===== config.mk =====
export PLATFORM = sky130hd
export DESIGN_NAME = gop_core
export DESIGN_NICKNAME = d
export VERILOG_FILES = /design/src/gop_pkg.sv /design/src/gop_sync_if.sv /design/src/gop_core.sv /design/src/gop_debounce.sv /design/src/gop_apb.sv
export VERILOG_INCLUDE_DIRS = /design/src /design/src/src
export SDC_FILE = /design/constraint.sdc
export NUM_CORES = 1
export LEC_CHECK = 0
export ABC_AREA = 1
export BUFFER_PORTS_ARGS = -buffer_cell sky130_fd_sc_hd__buf_2
export CAP_MARGIN = 0
export CORE_ASPECT_RATIO = 1.2
export CORE_MARGIN = 4
export CORE_UTILIZATION = 52
export DETAILED_ROUTE_END_ITERATION = 8
export HOLD_SLACK_MARGIN = 0.03
export PLACE_DENSITY = 0.72
export SKIP_LAST_GASP = 1
export SLEW_MARGIN = 20
export SYNTH_ARGS = -nofsm -noshare
export SYNTH_HDL_FRONTEND = slang
export SYNTH_SLANG_ARGS = --single-unit

===== constraint.sdc =====
create_clock -name clk -period 7.2 [get_ports clk]
set_clock_uncertainty 0.15 [all_clocks]
set_input_delay 1.08 -clock clk [delete_from_list [all_inputs] [get_ports clk]]
set_output_delay 1.08 -clock clk [all_outputs]
set_load 0.005 [all_outputs]

===== src/gop_regs.svh =====
// Purpose: constants for the gate operator control block
// Assumes: 125 MHz clock
// Notes: register offsets are byte addresses on the apb word bus
`ifndef GOP_REGS_SVH
`define GOP_REGS_SVH
`define GOP_CLK_HZ 125000000
`define GOP_SEC_S 1
`define GOP_MIN_S 60
`define GOP_FIVE_S 5
`define GOP_TRBL_RUN_S 300
`define GOP_DBNC_CYC 16
`define GOP_REV_CYC 62500000
`define GOP_OFF_CTRL 12'h000
`define GOP_OFF_CFG 12'h004
`define GOP_OFF_STAT 12'h008
`define GOP_OFF_DISP 12'h00C
`define GOP_OFF_RUNT 12'h010
`define GOP_CODE_ENT 8'h00
`define GOP_CODE_RUNO 8'h01
`define GOP_CODE_RUNC 8'h02
`define GOP_CODE_LINK 8'h03
`define GOP_CODE_EMRG 8'h04
`define GOP_CODE_PWR 8'h05
`define GOP_CODE_ACL 8'h07
`define GOP_CODE_MIS 8'h11
`define GOP_CODE_MFL 8'h12
`define GOP_CODE_DASH 8'hDD
`define GOP_CODE_VER 8'hA1
`define GOP_CODE_STOP 8'h5E
`define GOP_CODE_FCL 8'hFC
`define GOP_CODE_FOP 8'hF0
`define GOP_CODE_IDLE 8'hEE
`define GOP_CFG_ACLO 0
`define GOP_CFG_OSC 1
`define GOP_CFG_PART 2
`define GOP_CFG_LINKEN 3
`endif


===== src/gop_pkg.sv =====
// Purpose: types for the gate operator control block
// Assumes: nothing
// Notes: inputs bundle order is fixed
package gop_pkg;
    typedef enum logic [3:0] {
        GOP_POWERUP, GOP_IDLE, GOP_OPENING, GOP_CLOSING, GOP_REVERSE,
        GOP_LOCK_ENT, GOP_LOCK_EMRG, GOP_LOCK_FAULT
    } gop_state_e;
    localparam int GOP_NIN = 16;
    typedef logic [GOP_NIN-1:0] gop_in_t;
endpackage


===== src/gop_sync_if.sv =====
// Purpose: carries the cleaned input bundle between the filter and the core
// Assumes: single clock
// Notes: none
interface gop_sync_if;
    import gop_pkg::*;
    gop_in_t lvl;
    gop_in_t rise;
    modport src(output lvl, output rise);
    modport dst(input lvl, input rise);
endinterface


===== src/gop_core.sv =====
// Function
// - close closes open or opening gate
// - stop halts motion at any time except during an emergency run or the reverse back-off
// - single input toggles, reverses while moving
// - open-stop-close option stops moving gate
// - emergency fully opens, lockout code 04, stop releases
// - obstruction stops, reverses briefly, stops, no autoclose
// - second obstruction before limit means entrapment alarm
// - close obstruction mirrors open obstruction
// - reverse while closing opens fully unless partial stop is set, autoclose later
// - loops and open input alias buttons
// - shadow loop holds gate, closes on release
// - dashes then version, one second each
// - last position code shown up to minute
// - reverse delay countdown shown in seconds
// - run time in seconds while moving
// - entrapment code 00, beeper on, stop/reset clears
// - reset control never starts motion
// - link failure blinks 1 Hz, code 03, minute alarm
// - transmitter trouble: fast beeps, run tail, idle chirp
// - max run time is entrapment, then double beeps
// - power fail 05, low ac 07, until good
// - motor mismatch 11, motor failure 12
// - held open overrides partial stop, suspends autoclose
// Purpose: gate operator command and error state machine
// Assumes: inputs raw, limits and faults are levels from the motor side
// Notes: input bit map: 0 open 1 close 2 stop 3 single 4 emerg 5 obs_open 6 obs_close
// 7 reverse 8 rev_loop 9 open_loop 10 shadow 11 reset 12 lim_open 13 lim_close
// 14 open_in 15 trouble
`include "gop_regs.svh"
module gop_core #(
    parameter int CLK_HZ = `GOP_CLK_HZ,
    parameter int REV_CYC = `GOP_REV_CYC,
    parameter int ACLO_S = 30,
    parameter int PART_S = 10,
    parameter int MAXRUN_S = 60,
    parameter int PRE_S = 2
) (
    input wire logic clk,
    input wire logic rstn,
    input wire logic [15:0] raw_in,
    input wire logic link_ok,
    input wire logic batt_good,
    input wire logic ac_good,
    input wire logic motor_mismatch,
    input wire logic motor_fail,
    input wire logic psel,
    input wire logic penable,
    input wire logic pwrite,
    input wire logic [11:0] paddr,
    input wire logic [31:0] pwdata,
    output logic [31:0] prdata,
    output logic pready,
    output logic pslverr,
    output logic motor_open,
    output logic motor_close,
    output logic [7:0] disp_code,
    output logic beeper,
    output logic link_led,
    output logic maxrun_led
);
    import gop_pkg::*;
    initial begin
        // reverse must end before the second tick restarts its count
        if (CLK_HZ < 2 || REV_CYC < 1 || REV_CYC > CLK_HZ * `GOP_SEC_S || MAXRUN_S < 1 ||
            ACLO_S < 1) $error("bad params");
    end
    localparam int SECC = CLK_HZ * `GOP_SEC_S;
    gop_sync_if sif();
    gop_debounce #(.N(GOP_NIN)) u_db (.clk(clk), .rstn(rstn), .raw(raw_in), .out(sif));
    logic [7:0] cfg, sw_cmd, run_s_q;
    logic [31:0] stat;
    gop_apb u_apb (.clk(clk), .rstn(rstn), .psel(psel), .penable(penable),
        .pwrite(pwrite), .paddr(paddr), .pwdata(pwdata), .prdata(prdata),
        .pready(pready), .pslverr(pslverr), .cfg(cfg), .sw_cmd(sw_cmd), .stat(stat),
        .disp(disp_code), .runt({8'h00, run_s_q}));
    gop_in_t lv, rs;
    assign lv = sif.lvl;
    assign rs = sif.rise | {8'h00, sw_cmd};
    wire c_open = rs[0] | rs[9] | rs[14];
    wire h_open = lv[0] | lv[9] | lv[14];
    wire c_close = rs[1];
    wire c_stop = rs[2] | lv[2];
    wire c_single = rs[3];
    wire c_emerg = rs[4] | lv[4];
    wire c_rev = lv[7] | lv[8];
    wire shadow = lv[10];
    wire c_reset = rs[11];
    wire lim_o = lv[12];
    wire lim_c = lv[13];
    wire trouble = lv[15];
    wire osc = cfg[`GOP_CFG_OSC];
    gop_state_e st_q, st_d;
    logic [31:0] tick_q;
    logic [7:0] sec_q, ac_s_q, show_s_q;
    // nine bits: the trouble tail outlasts 255 s
    logic [8:0] tail_s_q;
    logic dir_open_q, obs_once_q, aclo_dis_q, maxrun_q, emerg_run_q;
    logic [1:0] pu_q;
    logic [7:0] code_q;
    wire sec_tick = tick_q == 32'(SECC - 1);
    wire [31:0] rev_lim = 32'(REV_CYC - 1);
    wire obs_hit = (st_q == GOP_OPENING && lv[5]) || (st_q == GOP_CLOSING && lv[6]);
    wire moving = st_q == GOP_OPENING || st_q == GOP_CLOSING;
    wire faults = !batt_good || !ac_good || motor_mismatch || motor_fail;
    wire link_bad = cfg[`GOP_CFG_LINKEN] && !link_ok;
    wire part_stop = cfg[`GOP_CFG_PART] && st_q == GOP_OPENING && !emerg_run_q &&
        !h_open && run_s_q >= 8'(PART_S);
    wire aclo_go = cfg[`GOP_CFG_ACLO] && !aclo_dis_q && !h_open && !c_rev && !shadow &&
        lim_o && ac_s_q >= 8'(ACLO_S);
    always_comb begin
        st_d = st_q;
        case (st_q)
            GOP_POWERUP: if (pu_q == 2'd2) st_d = GOP_IDLE;
            GOP_IDLE: begin
                if (c_emerg) st_d = GOP_OPENING;
                else if (faults) st_d = GOP_LOCK_FAULT;
                else if (link_bad) st_d = GOP_IDLE;
                else if (shadow) st_d = GOP_IDLE;
                else if (c_open || (c_rev && !lim_o)) st_d = GOP_OPENING;
                else if ((c_close || aclo_go) && !lim_c) st_d = GOP_CLOSING;
                else if (c_single) st_d = lim_c ? GOP_OPENING : GOP_CLOSING;
            end
            GOP_OPENING, GOP_CLOSING: begin
                if (c_stop && !emerg_run_q) st_d = GOP_IDLE;
                else if (faults && !emerg_run_q) st_d = GOP_LOCK_FAULT;
                else if (run_s_q >= 8'(MAXRUN_S)) st_d = GOP_LOCK_ENT;
                else if (obs_hit && !emerg_run_q) st_d = obs_once_q ? GOP_LOCK_ENT :
                    GOP_REVERSE;
                else if (st_q == GOP_OPENING && lim_o) st_d = emerg_run_q ? GOP_LOCK_EMRG :
                    GOP_IDLE;
                else if (st_q == GOP_CLOSING && lim_c) st_d = GOP_IDLE;
                else if (part_stop) st_d = GOP_IDLE;
                else if (st_q == GOP_CLOSING && (c_emerg || c_rev || c_open))
                    st_d = GOP_OPENING;
                // an emergency run ignores user reversal until the open limit
                else if (c_single && !emerg_run_q) st_d = osc ? GOP_IDLE :
                    (st_q == GOP_OPENING ? GOP_CLOSING : GOP_OPENING);
                else if (st_q == GOP_OPENING && c_close && !emerg_run_q)
                    st_d = GOP_CLOSING;
            end
            GOP_REVERSE: if (tick_q == rev_lim) st_d = GOP_IDLE;
            GOP_LOCK_ENT: if (c_stop || c_reset) st_d = GOP_IDLE;
            GOP_LOCK_EMRG: if (c_stop && !lv[4]) st_d = GOP_IDLE;
            GOP_LOCK_FAULT: if (!faults) st_d = GOP_IDLE;
            default: st_d = GOP_IDLE;
        endcase
    end
    wire start = st_d != st_q && (st_d == GOP_OPENING || st_d == GOP_CLOSING);
    wire tick_rst = start || st_d != st_q || sec_tick;
    always_ff @(posedge clk or negedge rstn) begin
        if (!rstn) begin
            st_q <= GOP_POWERUP;
            tick_q <= 32'h00000000;
            pu_q <= 2'd0;
        end else begin
            st_q <= st_d;
            tick_q <= tick_rst ? 32'h00000000 : tick_q + 32'h00000001;
            if (st_q == GOP_POWERUP && sec_tick) pu_q <= pu_q + 2'd1;
        end
    end
    always_ff @(posedge clk or negedge rstn) begin
        if (!rstn) begin
            run_s_q <= 8'h00;
            ac_s_q <= 8'h00;
            show_s_q <= 8'h00;
            tail_s_q <= 9'h000;
            sec_q <= 8'h00;
        end else begin
            run_s_q <= start ? 8'h00 : (moving && sec_tick) ? run_s_q + 8'h01 : run_s_q;
            ac_s_q <= (st_q != GOP_IDLE || c_rev || h_open) ? 8'h00 :
                (sec_tick && ac_s_q != 8'hFF) ? ac_s_q + 8'h01 : ac_s_q;
            show_s_q <= (st_d != st_q) ? 8'h00 :
                (sec_tick && show_s_q != 8'hFF) ? show_s_q + 8'h01 : show_s_q;
            tail_s_q <= moving ? 9'h000 :
                (sec_tick && tail_s_q != 9'h1FF) ? tail_s_q + 9'h001 : tail_s_q;
            sec_q <= sec_tick ? sec_q + 8'h01 : sec_q;
        end
    end
    always_ff @(posedge clk or negedge rstn) begin
        if (!rstn) begin
            dir_open_q <= 1'b0;
            obs_once_q <= 1'b0;
            aclo_dis_q <= 1'b0;
            maxrun_q <= 1'b0;
            emerg_run_q <= 1'b0;
            code_q <= `GOP_CODE_DASH;
        end else begin
            if (st_q == GOP_REVERSE) dir_open_q <= dir_open_q;
            else if (moving) dir_open_q <= st_q == GOP_OPENING;
            if (obs_hit && st_d == GOP_REVERSE) obs_once_q <= 1'b1;
            else if (lim_o || lim_c || st_q == GOP_LOCK_ENT) obs_once_q <= 1'b0;
            if (obs_hit) aclo_dis_q <= 1'b1;
            else if (start) aclo_dis_q <= 1'b0;
            if (moving && st_d == GOP_LOCK_ENT && !obs_hit) maxrun_q <= 1'b1;
            else if (start) maxrun_q <= 1'b0;
            if (c_emerg && st_d == GOP_OPENING) emerg_run_q <= 1'b1;
            else if (st_q == GOP_LOCK_EMRG || st_d == GOP_IDLE) emerg_run_q <= 1'b0;
            if (st_q == GOP_LOCK_ENT && st_d != st_q) code_q <= `GOP_CODE_ENT;
            else if (st_d == GOP_IDLE && st_q != GOP_IDLE && st_q != GOP_POWERUP)
                code_q <= lim_o ? `GOP_CODE_FOP : lim_c ? `GOP_CODE_FCL : `GOP_CODE_STOP;
        end
    end
    // motor held off in every lock; reverse runs opposite for the brief back-off
    wire rev_open = st_q == GOP_REVERSE && !dir_open_q;
    wire rev_close = st_q == GOP_REVERSE && dir_open_q;
    logic mo_q, mc_q;
    always_ff @(posedge clk or negedge rstn) begin
        if (!rstn) begin
            mo_q <= 1'b0;
            mc_q <= 1'b0;
        end else begin
            mo_q <= st_d == GOP_OPENING || (st_d == GOP_REVERSE && st_q == GOP_CLOSING) ||
                (st_d == GOP_REVERSE && st_q == GOP_REVERSE && rev_open);
            mc_q <= st_d == GOP_CLOSING || (st_d == GOP_REVERSE && st_q == GOP_OPENING) ||
                (st_d == GOP_REVERSE && st_q == GOP_REVERSE && rev_close);
        end
    end
    assign motor_open = mo_q;
    assign motor_close = mc_q;
    wire [7:0] rev_left = 8'((REV_CYC - 1 - int'(tick_q)) / SECC + 1);
    wire [7:0] code_fault = motor_fail ? `GOP_CODE_MFL : motor_mismatch ? `GOP_CODE_MIS :
        !batt_good ? `GOP_CODE_PWR : `GOP_CODE_ACL;
    wire [7:0] last_code = (show_s_q < 8'(`GOP_MIN_S)) ? code_q : `GOP_CODE_IDLE;
    logic [7:0] disp_d, disp_q;
    always_comb begin
        case (st_q)
            GOP_POWERUP: disp_d = pu_q == 2'd0 ? `GOP_CODE_DASH : `GOP_CODE_VER;
            GOP_OPENING, GOP_CLOSING: disp_d = run_s_q;
            GOP_REVERSE: disp_d = rev_left;
            GOP_LOCK_ENT: disp_d = maxrun_q ? (dir_open_q ? `GOP_CODE_RUNO : `GOP_CODE_RUNC) :
                `GOP_CODE_ENT;
            GOP_LOCK_EMRG: disp_d = `GOP_CODE_EMRG;
            GOP_LOCK_FAULT: disp_d = code_fault;
            GOP_IDLE: disp_d = link_bad ? `GOP_CODE_LINK : last_code;
            default: disp_d = `GOP_CODE_IDLE;
        endcase
    end
    wire half = tick_q < 32'(SECC / 2);
    wire quart = tick_q < 32'(SECC / 4) ||
        (tick_q >= 32'(SECC / 2) && tick_q < 32'(SECC * 3 / 4));
    wire beep_run = moving && (trouble ? quart : half);
    wire beep_tail = trouble && st_q == GOP_IDLE && tail_s_q < 9'(`GOP_TRBL_RUN_S) &&
        quart;
    wire chirp = trouble && st_q == GOP_IDLE && (sec_q % 8'(`GOP_FIVE_S)) == 8'h00 &&
        tick_q < 32'(SECC / 16);
    wire dbl = maxrun_q && st_q == GOP_IDLE && (sec_q % 8'(`GOP_FIVE_S)) == 8'h00 &&
        (tick_q < 32'(SECC / 8) || (tick_q >= 32'(SECC / 4) &&
        tick_q < 32'(SECC * 3 / 8)));
    wire link_alarm = link_bad && show_s_q < 8'(`GOP_MIN_S);
    logic beep_q, led_q;
    always_ff @(posedge clk or negedge rstn) begin
        if (!rstn) begin
            disp_q <= `GOP_CODE_DASH;
            beep_q <= 1'b0;
            led_q <= 1'b0;
        end else begin
            disp_q <= disp_d;
            beep_q <= st_q == GOP_LOCK_ENT || link_alarm || beep_run || beep_tail ||
                chirp || dbl;
            led_q <= link_bad && half;
        end
    end
    assign disp_code = disp_q;
    assign beeper = beep_q;
    assign link_led = led_q;
    assign maxrun_led = maxrun_q;
    assign stat = {24'h000000, maxrun_q, obs_once_q, aclo_dis_q, emerg_run_q, 4'(st_q)};
    ent_no_motor_a: assert property (@(posedge clk) disable iff (!rstn)
        st_q == GOP_LOCK_ENT |=> !motor_open && !motor_close) else $error("motor in lock");
    stop_halts_a: assert property (@(posedge clk) disable iff (!rstn)
        moving && c_stop && !emerg_run_q |=> st_q == GOP_IDLE) else $error("stop ignored");
    reset_nostart_a: assert property (@(posedge clk) disable iff (!rstn)
        st_q == GOP_LOCK_ENT && c_reset |=> st_q == GOP_IDLE) else $error("reset lock");
    second_obs_a: assert property (@(posedge clk) disable iff (!rstn)
        obs_hit && obs_once_q && !emerg_run_q && !c_stop && !faults &&
        run_s_q < 8'(MAXRUN_S) |=> st_q == GOP_LOCK_ENT) else $error("no entrapment");
    emerg_code_a: assert property (@(posedge clk) disable iff (!rstn)
        st_q == GOP_LOCK_EMRG |=> disp_code == `GOP_CODE_EMRG) else $error("code 04");
    ent_beep_a: assert property (@(posedge clk) disable iff (!rstn)
        st_q == GOP_LOCK_ENT |=> beeper) else $error("beeper off in lock");
    fault_lock_a: assert property (@(posedge clk) disable iff (!rstn)
        st_q == GOP_IDLE && faults && !c_emerg |=> st_q == GOP_LOCK_FAULT)
        else $error("fault not locked");
    rev_motor_a: assert property (@(posedge clk) disable iff (!rstn)
        st_q == GOP_REVERSE |-> motor_close == dir_open_q && motor_open == !dir_open_q)
        else $error("reverse motor");
    emerg_open_a: assert property (@(posedge clk) disable iff (!rstn)
        st_q == GOP_IDLE && c_emerg |=> st_q == GOP_OPENING && motor_open)
        else $error("emergency not opening");
    fault_code_a: assert property (@(posedge clk) disable iff (!rstn)
        st_q == GOP_LOCK_FAULT && motor_fail |=> disp_code == `GOP_CODE_MFL)
        else $error("code 12");
    maxrun_lock_a: assert property (@(posedge clk) disable iff (!rstn)
        moving && run_s_q >= 8'(MAXRUN_S) && !c_stop && !faults && !obs_hit
        |=> st_q == GOP_LOCK_ENT && maxrun_led) else $error("max run missed");
    link_idle_a: assert property (@(posedge clk) disable iff (!rstn)
        st_q == GOP_IDLE && link_bad && !c_emerg && !faults |=> st_q == GOP_IDLE)
        else $error("link fail moved");
    cv_open: cover property (@(posedge clk) st_q == GOP_IDLE ##1 st_q == GOP_OPENING);
    cv_rev: cover property (@(posedge clk) st_q == GOP_REVERSE);
    cv_ent: cover property (@(posedge clk) st_q == GOP_LOCK_ENT);
    cv_emrg: cover property (@(posedge clk) st_q == GOP_LOCK_EMRG);
endmodule


===== src/gop_debounce.sv =====
// Purpose: synchronise and debounce all control inputs
// Assumes: inputs are raw contacts
// Notes: a bit changes only after a stable run of DBNC cycles
`include "gop_regs.svh"
module gop_debounce #(
    parameter int N = 16,
    parameter int DBNC = `GOP_DBNC_CYC
) (
    input wire logic clk,
    input wire logic rstn,
    input wire logic [N-1:0] raw,
    gop_sync_if.src out
);
    import gop_pkg::*;
    initial begin
        if (N != GOP_NIN || DBNC < 2 || DBNC > 255) $error("bad debounce params");
    end
    logic [N-1:0] s1_q, s2_q, lvl_q, rise_q;
    logic [7:0] cnt_q [N];
    always_ff @(posedge clk or negedge rstn) begin
        if (!rstn) begin
            s1_q <= '0;
            s2_q <= '0;
        end else begin
            s1_q <= raw;
            s2_q <= s1_q;
        end
    end
    for (genvar i = 0; i < N; i++) begin : g_b
        wire differs = s2_q[i] != lvl_q[i];
        wire done = cnt_q[i] == 8'(DBNC - 1);
        always_ff @(posedge clk or negedge rstn) begin
            if (!rstn) begin
                cnt_q[i] <= 8'h00;
                lvl_q[i] <= 1'b0;
                rise_q[i] <= 1'b0;
            end else begin
                cnt_q[i] <= (differs && !done) ? cnt_q[i] + 8'h01 : 8'h00;
                lvl_q[i] <= (differs && done) ? s2_q[i] : lvl_q[i];
                rise_q[i] <= differs && done && s2_q[i];
            end
        end
    end
    assign out.lvl = lvl_q;
    assign out.rise = rise_q;
endmodule


===== src/gop_apb.sv =====
// Purpose: apb slave holding configuration and showing block state
// Assumes: zero wait state answers
// Notes: unmapped addresses read zero and raise pslverr
`include "gop_regs.svh"
module gop_apb (
    input wire logic clk,
    input wire logic rstn,
    input wire logic psel,
    input wire logic penable,
    input wire logic pwrite,
    input wire logic [11:0] paddr,
    input wire logic [31:0] pwdata,
    output logic [31:0] prdata,
    output logic pready,
    output logic pslverr,
    output logic [7:0] cfg,
    output logic [7:0] sw_cmd,
    input wire logic [31:0] stat,
    input wire logic [7:0] disp,
    input wire logic [15:0] runt
);
    logic [7:0] cfg_q, cmd_q;
    wire acc = psel && penable;
    wire hit_ctrl = paddr == `GOP_OFF_CTRL;
    wire hit_cfg = paddr == `GOP_OFF_CFG;
    wire hit_stat = paddr == `GOP_OFF_STAT;
    wire hit_disp = paddr == `GOP_OFF_DISP;
    wire hit_runt = paddr == `GOP_OFF_RUNT;
    wire hit = hit_ctrl | hit_cfg | hit_stat | hit_disp | hit_runt;
    wire [31:0] rd = hit_cfg ? {24'h000000, cfg_q} : hit_stat ? stat :
        hit_disp ? {24'h000000, disp} : hit_runt ? {16'h0000, runt} : 32'h00000000;
    assign pready = 1'b1;
    assign pslverr = acc && !hit;
    assign prdata = rd;
    assign cfg = cfg_q;
    assign sw_cmd = cmd_q;
    always_ff @(posedge clk or negedge rstn) begin
        if (!rstn) begin
            cfg_q <= 8'h00;
            cmd_q <= 8'h00;
        end else begin
            cmd_q <= (acc && pwrite && hit_ctrl) ? pwdata[7:0] : 8'h00;
            if (acc && pwrite && hit_cfg) cfg_q <= pwdata[7:0];
        end
    end
endmodule


* After elaboration in Yosys (flattened, before gate mapping)
Cells that the tools add are included.
Operators by class: $add $sub $neg 25, multipliers 0, div/mod/pow operators 2, $lt $le $gt $ge 13, equal/unequal tests 56, shifts and indexed selects 0, muxes and demuxes 79, bitwise logic cells 13, reductions and logical operators 185
Operators by type and width (number):
- $mux W8 | 30
- $add A8 B1 Y8 const B | 20
- $eq A8 B4 Y1 const B | 16
- $mux W32 | 4
- $logic_and A1 B1 Y1 | 110
- $mux W4 | 22
- $lt A32 B26 Y1 const B | 2
- $pmux W8 S7 | 1
- $add A32 B1 Y32 const B | 1
- $div A32 B28 Y32 const B | 1
- $eq A32 B26 Y1 const B | 1
- $eq A32 B27 Y1 const B | 1
- $ge A32 B25 Y1 const B | 1
- $ge A32 B26 Y1 const B | 1
- $lt A32 B23 Y1 const B | 1
- $lt A32 B24 Y1 const B | 1
- $lt A32 B25 Y1 const B | 1
- $lt A32 B27 Y1 const B | 1
- $sub A27 B32 Y32 const A | 1
- $logic_not A1 Y1 | 30
- $logic_or A1 B1 Y1 | 29
- $pmux W4 S7 | 1
- $eq A12 B4 Y1 const B | 2
- $eq A4 B3 Y1 const B | 6
- 36 further kinds | 89
Storage, ports and cells: register bits after elaboration 311, latch bits 0, bits in writable memories 0, bits in read-only memories 0, input port bits 70, output and inout bits 47, logic and storage cells 443, memories kept 0

* Depth between registers and ports, before layout
Gate-level depths: netlist of the first run.
word-level depth 23, gate-level depth with buffers 76, gate-level depth less buffers 74

* By module
From an unflattened synthesis of the first run, not the netlist that was laid out.
Second synthesis, totals: cell total of the unflattened synthesis 3290, area total of the unflattened synthesis 22277.6 um2
By module, submodules not included:
- gop_core | times used 1, cells an instance 2136, area each 12434.4 um2, sequential area each 2565.0 um2
- gop_debounce | times used 1, cells an instance 946, area each 8521.9 um2, sequential area each 4804.6 um2
- gop_apb | times used 1, cells an instance 208, area each 1321.3 um2, sequential area each 400.4 um2

* Least setup slack after synthesis of the first run
OpenSTA, ideal clock, no wires.
kind flip-flop to flip-flop, start register tick_q[6], end register disp_q[1], in the netlist disp_code[1], library setup time 0.151 ns, data arrival time 7.231 ns, required time 6.899 ns, slack -0.332 ns, cell stages (with the launch flop) 62, buffers on the path 8, period minus slack after synthesis 7.532 ns, cells stage by stage dfrtp_1 -> inv_2 -> ha_1 -> inv_1 -> nand2_1 -> nand2_2 -> nand2_2 -> nand2_4 -> nand2_2 -> nand3_2 -> nand2_1 -> nand2_2 -> nand2_4 -> buf_6 -> buf_6 -> buf_6 -> nand2_1 -> xor2_1 -> (+26 left out) -> nand3_2 -> nand3_4 -> buf_6 -> nand2_1 -> nand2_1 -> nand2_1 -> nor2_1 -> nand3_1 -> nand3_1 -> nand2_1 -> nand2_1 -> inv_1 -> ha_1 -> o21ai_0 -> inv_1 -> ha_1 -> a221oi_1 -> o311ai_0
On the way: word-level cells in the longest chain between the ends 4
RTL lines:
- from (decl) | RTL line gop_core.sv:94 | logic [31:0] tick_q;
- from (signal assigned) | RTL line gop_core.sv:158 | tick_q <= tick_rst ? 32'h00000000 : tick_q + 32'h00000001;
- $sub A27 B32 Y32 | RTL line gop_core.sv:221 | wire [7:0] rev_left = 8'((REV_CYC - 1 - int'(tick_q)) / SECC + 1);
- $div A32 B28 Y32 | RTL line gop_core.sv:221
- $add A8 B2 Y8 | RTL line gop_core.sv:221
- $pmux W8 S7 | RTL line gop_core.sv:227 | case (st_q)
- net disp_d[1] | RTL line gop_core.sv:225 | logic [7:0] disp_d, disp_q;
- to (signal assigned) | RTL line gop_core.sv:254 | disp_q <= `GOP_CODE_DASH;
- to (signal assigned) | RTL line gop_core.sv:258 | disp_q <= disp_d;
- to (decl) | RTL line gop_core.sv:225
The timed path passes the listed nets, and every way through them passes these cells. A chain may end at the register's enable or synchronous reset.

* Worst setup path after layout of the first run
start register tick_q[6], end register disp_q[5], in the netlist disp_code[5]
The elaborated chain is that of the path after synthesis.

==> metrics.txt, run 1 <==
CTS tree yes; Ant. Diodes 0; post-detail-place hpwl a little under 50 mm; Post-CTS Hold Buffers 0; Buffers on Ports 67; Post-synth EDFFs 0; vias in the first global route 21900; FF+latch count, synth approximately 300; startpoint types register; total vias in the final route 22500; Setup WS pre-CTS -0.859 ns; wire per inst 15.0 µm; slowest CP cell dfrtp_2; Cells after Synth 3099; most frequent cell after synthesis nand2_1; DR vias/cell 5.34; Clock Pin Slew Worst Setup and Hold Paths roughly 0.08 ns; synth cell count leaders 773 x nand2_1, 428 x nor2_1, 402 x inv_1, 289 x dfrtp_1, 217 x nand3_1; Clock Tree Root clkbuf_16; Crit path top cell by count nand2_1; final std cells w/o fill between 4000 and 5000; first-pass GRT wire length a little over 100 mm; Worst Path Max Fanout 7; Slew HR 0.309; failing checks negative setup slack; router iterations before antenna repair 5; core area around 0.040 mm²; layout cells sized above 1 0.272; final hold violation count 0; PD cells roughly 140 mW/mm²; largest net degree at the start of global routing 199; CTS buffer count 29; Iter 0 DRT Violations ~1400; worst slew pin tran 1.04 ns; setup_tns -4.02 ns; max_cap viols 0; ANT nets after route 0; CP Class register to register; All-Layer GR Usage 0.275; Yosys Warn Count 0; outcome finished, violations left; grt ovf 0; nets 3764; endpoint type of the worst setup path register; Area contributors post-synth dfrtp_1 34%, nand2_1 14%, nor2_1 7.6%; Initial Utilization 0.527; top_reg_cell synth dfrtp_1; Die Ht 228 µm; WHS Path Cells 0; Synth top area share 0.343; Arr. time, crit path ~8 ns; H-Tree Depth 1; # setup viols final 7; Post-synth ARST share 1.00; maximum vdd drop 206 µV; Post-Route WL 63.2 mm; average cell area after synthesis 6.79 µm²; DRC 0; Clock Latency Late Sink 0.56 ns; row cnt 80; reg2reg path depth 66; Fillers about 3400; initial antenna violation count 0; fin worst setup slack -0.699 ns; clock sinks approximately 300; Die W 192 µm; share of the clock period used by the worst path 1.10; clock buffer depth 3; Req. time, crit path 7.47 ns; Max Fclk 127 MHz; dpl cells a little over 4000; post-synthesis cell type with the largest combined area dfrtp_1; Cell variety after synth 64; post-synthesis sequential area ratio 0.356; RSZ-0062 raised after global routing true; die area 0.0438 mm²; layout overhead on the synthesized area 31.5%; Final Max Slew Viols 0; min Tclk post-route 7.90 ns; total I/O pin count 117; crit-path max cell delay 0.43 ns; HP Class register to register; leakage power 13.7 nW; Post-Syn Area 0.0211 mm²; GP Congestion 0.978
## logic make-up (layout without fill, tap and decap cells)
kind of cell	count (synthesis)	in the layout	synth area share
xor gates and xnor gates	68	68	0.0286
DFF	299	299	0.356
other	2	26	0.000357
adders and majority gates	38	38	0.0226
AOI/OAI and AO/OA	318	318	0.0879
muxes	4	4	0.00214
buffers and inverters	523	1070	0.103
and+or+nand+nor	1847	1852	0.399
## worst max-delay path: cells and delay by family, from the launching register on
family	cells	cell delay, ns
buf+inv	12	1.32
xor+xnor	1	0.15
simple gates	46	4.44
fa+ha+maj	2	0.40
flops	1	0.43
compound gates	5	0.86
## placed cells by master (no fill, tap or decap), drive strengths merged, types with 2 or more instances in the layout
cell / instances
nand2: 823
buf: 559
nor2: 457
inv: 451
dfrtp: 289
nand3: 232
o21ai: 138
nor3: 123
a21oi: 104
nand4: 90
xor2: 61
nor3b: 54
clkbuf: 44
ha: 38
nor4: 34
and3: 28
conb: 26
clkinv: 12
o2111ai: 10
dfstp: 10
a31oi: 9
nand3b: 9
o211ai: 8
o22ai: 7
a211oi: 7
xnor2: 7
o221ai: 5
a2111oi: 5
mux2: 4
o311ai: 4
a311oi: 3
o31ai: 3
a32o: 3
bufinv: 3
a221oi: 3
a21boi: 3
o41ai: 2
## report_power, final
group          switching [mW]  internal [mW]  total, mW  leakage, nW
clock network           0.652          0.937       1.59        0.489
logic                   0.323          0.130      0.453         9.22
registers              0.0578           1.77       1.83         3.99
## registers in the layout (all words and copies together), names as in the netlist, 9 cells and up
signal / count
u_db.cnt_q: 128
u_db.s1_q: 16
tick_q: 32
u_db.out.lvl: 16
tail_s_q: 9
u_db.s2_q: 16
## layout make-up
| type | count | area [µm²] | area share |
|---|---|---|---|
| Timing Repair Buffer | 562 | 4250 | 0.154 |
| Clock buffer | 41 | 861 | 0.0311 |
| Sequential cell | 299 | 7510 | 0.271 |
| Clock inverter | 9 | 138 | 0.00497 |
| Tap cell | 533 | 667 | 0.0241 |
| Multi-Input combinational cell | 2306 | 12500 | 0.452 |
| Inverter | 458 | 1740 | 0.0627 |
## through the flow
step	power, mW	utilization	hold slack [ns]	area (µm²)
floorplan	2.11	-	0.181	21300
global placement	2.29	0.634	0.183	25300
detailed placement	2.30	0.634	0.185	25300
CTS	3.90	0.664	0.199	26500
global route	4.04	0.693	0.206	27700
finish	3.87	0.693	0.197	27700
## final timing paths
path	startpoint	endpoint	slack (ns)
max in group asynchronous	rstn	run_s_q[6]	4.93
worst min-delay path	u_db.s1_q[3]	u_db.s2_q[3]	0.20
worst max register to register	tick_q[6]	disp_code[5]	-0.70
min in group asynchronous	rstn	tick_q[26]	0.43
worst max-delay path	tick_q[6]	disp_code[5]	-0.70
worst min register to register	u_db.s1_q[3]	u_db.s2_q[3]	0.20
## layer usage
layer,track usage,wire length (µm),up-vias,share of wire
met5,0,0,-,0
met4,0.0988,2330,0,0.037
met3,0.0298,2560,149,0.041
met2,0.505,32900,500,0.52
met1,0.328,25500,10700,0.40
li1,-,-,11200,-
## timing repair
| action | 4_1_cts | 5_1_grt |
|---|---|---|
| endpoints found under the setup margin | 7 | 8 |
| gates resized for setup | 42 | 217 |
| pin swaps | 16 | 70 |
| cloned | 3 | 5 |
| setup buffers | 3 | 39 |
No activity file was read; power rests on OpenSTA's default activity.
==> inputs of run 2 (changes only) <==
Settings changed: BUFFER_PORTS_ARGS -buffer_cell sky130_fd_sc_hd__buf_2 to default, DONT_BUFFER_PORTS from default to 1, PLACE_DENSITY 0.72 to 0.67.
Clock period 7.2 ns to 10 ns, I/O delays scaled along.
==> metrics.txt, run 2 (synthesized netlist as in run 1, its figures left out) <==
share of the clock period used by the worst path 0.914; clock buffer depth 3; PD cells about 120 mW/mm²; clock sinks around 300; H-Tree Depth 1; dpl cells ~3600; commonest cells after routing, fill and taps aside 769 x nand2_1, 425 x nor2_1, 402 x inv_1; nets approximately 3300; All-Layer GR Usage 0.251; Clock Tree Root clkbuf_16; CTS tree yes; Die Ht 228 µm; layout cells sized above 1 0.0927; ANT nets after route 0; Buffers on Ports 0; leakage power about 11 nW; first-pass GRT wire length around 90 mm; setup_tns 0 ns; row cnt 80; final std cells w/o fill 3704; DR vias/cell 5.43; wire per inst 15.1 µm; router iterations before antenna repair 8; Iter 0 DRT Violations approximately 1200; largest net degree at the start of global routing 300; final core occ 0.575; commonest non-fill, non-tap cell in the layout nand2_1; fin worst setup slack 0.862 ns; vias in the first global route approximately 19000; # setup viols final 0; Reg with most FFs u_db.cnt_q; startpoint types register; slowest CP cell dfrtp_1; Max Fclk between 100 and 150 MHz; RSZ-0062 raised after global routing false; max_cap viols 0; Crit path top cell by count nand2_1; Initial Utilization 0.527; post-detail-place hpwl 43.3 mm; endpoint type of the worst setup path register; Post-Route WL 55.8 mm; CTS buffer count 30; Clock Latency Late Sink 0.58 ns; die area between 0.04 and 0.05 mm²; Final Max Slew Viols 0; Clock Pin Slew Worst Setup and Hold Paths 0.06 ns; Setup WS pre-CTS 0.429 ns; worst slew pin tran 0.788 ns; largest registers u_db.cnt_q (128), tick_q (32); Arr. time, crit path about 9.4 ns; DRC 0; max reg flops 128; Worst Path Max Fanout 15; total I/O pin count between 100 and 150; CP Class register to register; Req. time, crit path 10.27 ns; core area around 0.04 mm²; layout overhead on the synthesized area 9.04%; Slew HR 0.473; outcome completed; final hold slack 0.195 ns; Die W between 150 and 200 µm; Ant. Diodes 0; Post-CTS Hold Buffers 0; GP Congestion 0.946; total vias in the final route between 20000 and 25000; final hold violation count 0; HP Class register to register; grt ovf 0; crit-path max cell delay 0.43 ns; initial antenna violation count 0; min Tclk post-route 9.14 ns; maximum vdd drop 168 µV
[run 2: layout make-up]
type | instances | area [µm²]
multi-input cells | 2304 | 11600
flip-flops and latches | 299 | 7490
repair buffers | 57 | 453
clock inverters | 12 | 138
fillers | 3748 | 17000
well taps | 533 | 667
clock buffers | 41 | 882
inverters | 458 | 1720
[run 2: worst paths after layout]
path,startpoint,to,slack (ns),cells past startpoint
setup / recovery,tick_q[5],disp_code[1],0.86,64
hold / removal,u_db.s1_q[2],u_db.s2_q[2],0.19,0
setup reg to reg,tick_q[5],disp_code[1],0.86,64
hold reg to reg,u_db.s1_q[2],u_db.s2_q[2],0.19,0
max in group asynchronous,rstn,sec_q[6],8.70,0
min in group asynchronous,rstn,u_db.cnt_q[70],0.46,0
[run 2: critical path, delay by kind of cell, from the launching register on]
family,cells,cell delay (ns)
AO/OA/AOI/OAI,4,0.87
flip-flops,1,0.43
AND/OR/NAND/NOR,46,5.38
adder cells (fa/ha/maj),3,0.78
buffers and inverters,11,1.36
[run 2: per-layer routing]
| metal | up-vias | routed length, µm | GRT usage |
|---|---|---|---|
| li1 | 10200 | - | - |
| met1 | 9420 | 24300 | 0.327 |
| met2 | 440 | 27900 | 0.445 |
| met3 | 90 | 2370 | 0.0295 |
| met4 | 0 | 1210 | 0.0611 |
| met5 | - | 0 | 0 |
[run 2: report_power, final]
| group | switching, mW | leakage [nW] | total, mW | internal [mW] |
|---|---|---|---|---|
| combinational | 0.195 | 6.60 | 0.267 | 0.0720 |
| sequential | 0.0501 | 4.01 | 1.32 | 1.27 |
| clock | 0.472 | 0.508 | 1.14 | 0.667 |
| total | 0.717 | 11.1 | 2.73 | 2.01 |
[run 2: timing repair]
action / in CTS / in global routing
endpoints found under the setup margin: 0 / 7
resized for setup: 0 / 22
setup buffers: 0 / 10
[run 2: through the flow]
stage	instance area, µm²	power (mW)
after CTS	22700	2.75
after floorplan	21100	1.52
final	23000	2.73
after global placement	21700	1.60
after detailed placement	21700	1.60
after global routing	23000	2.86
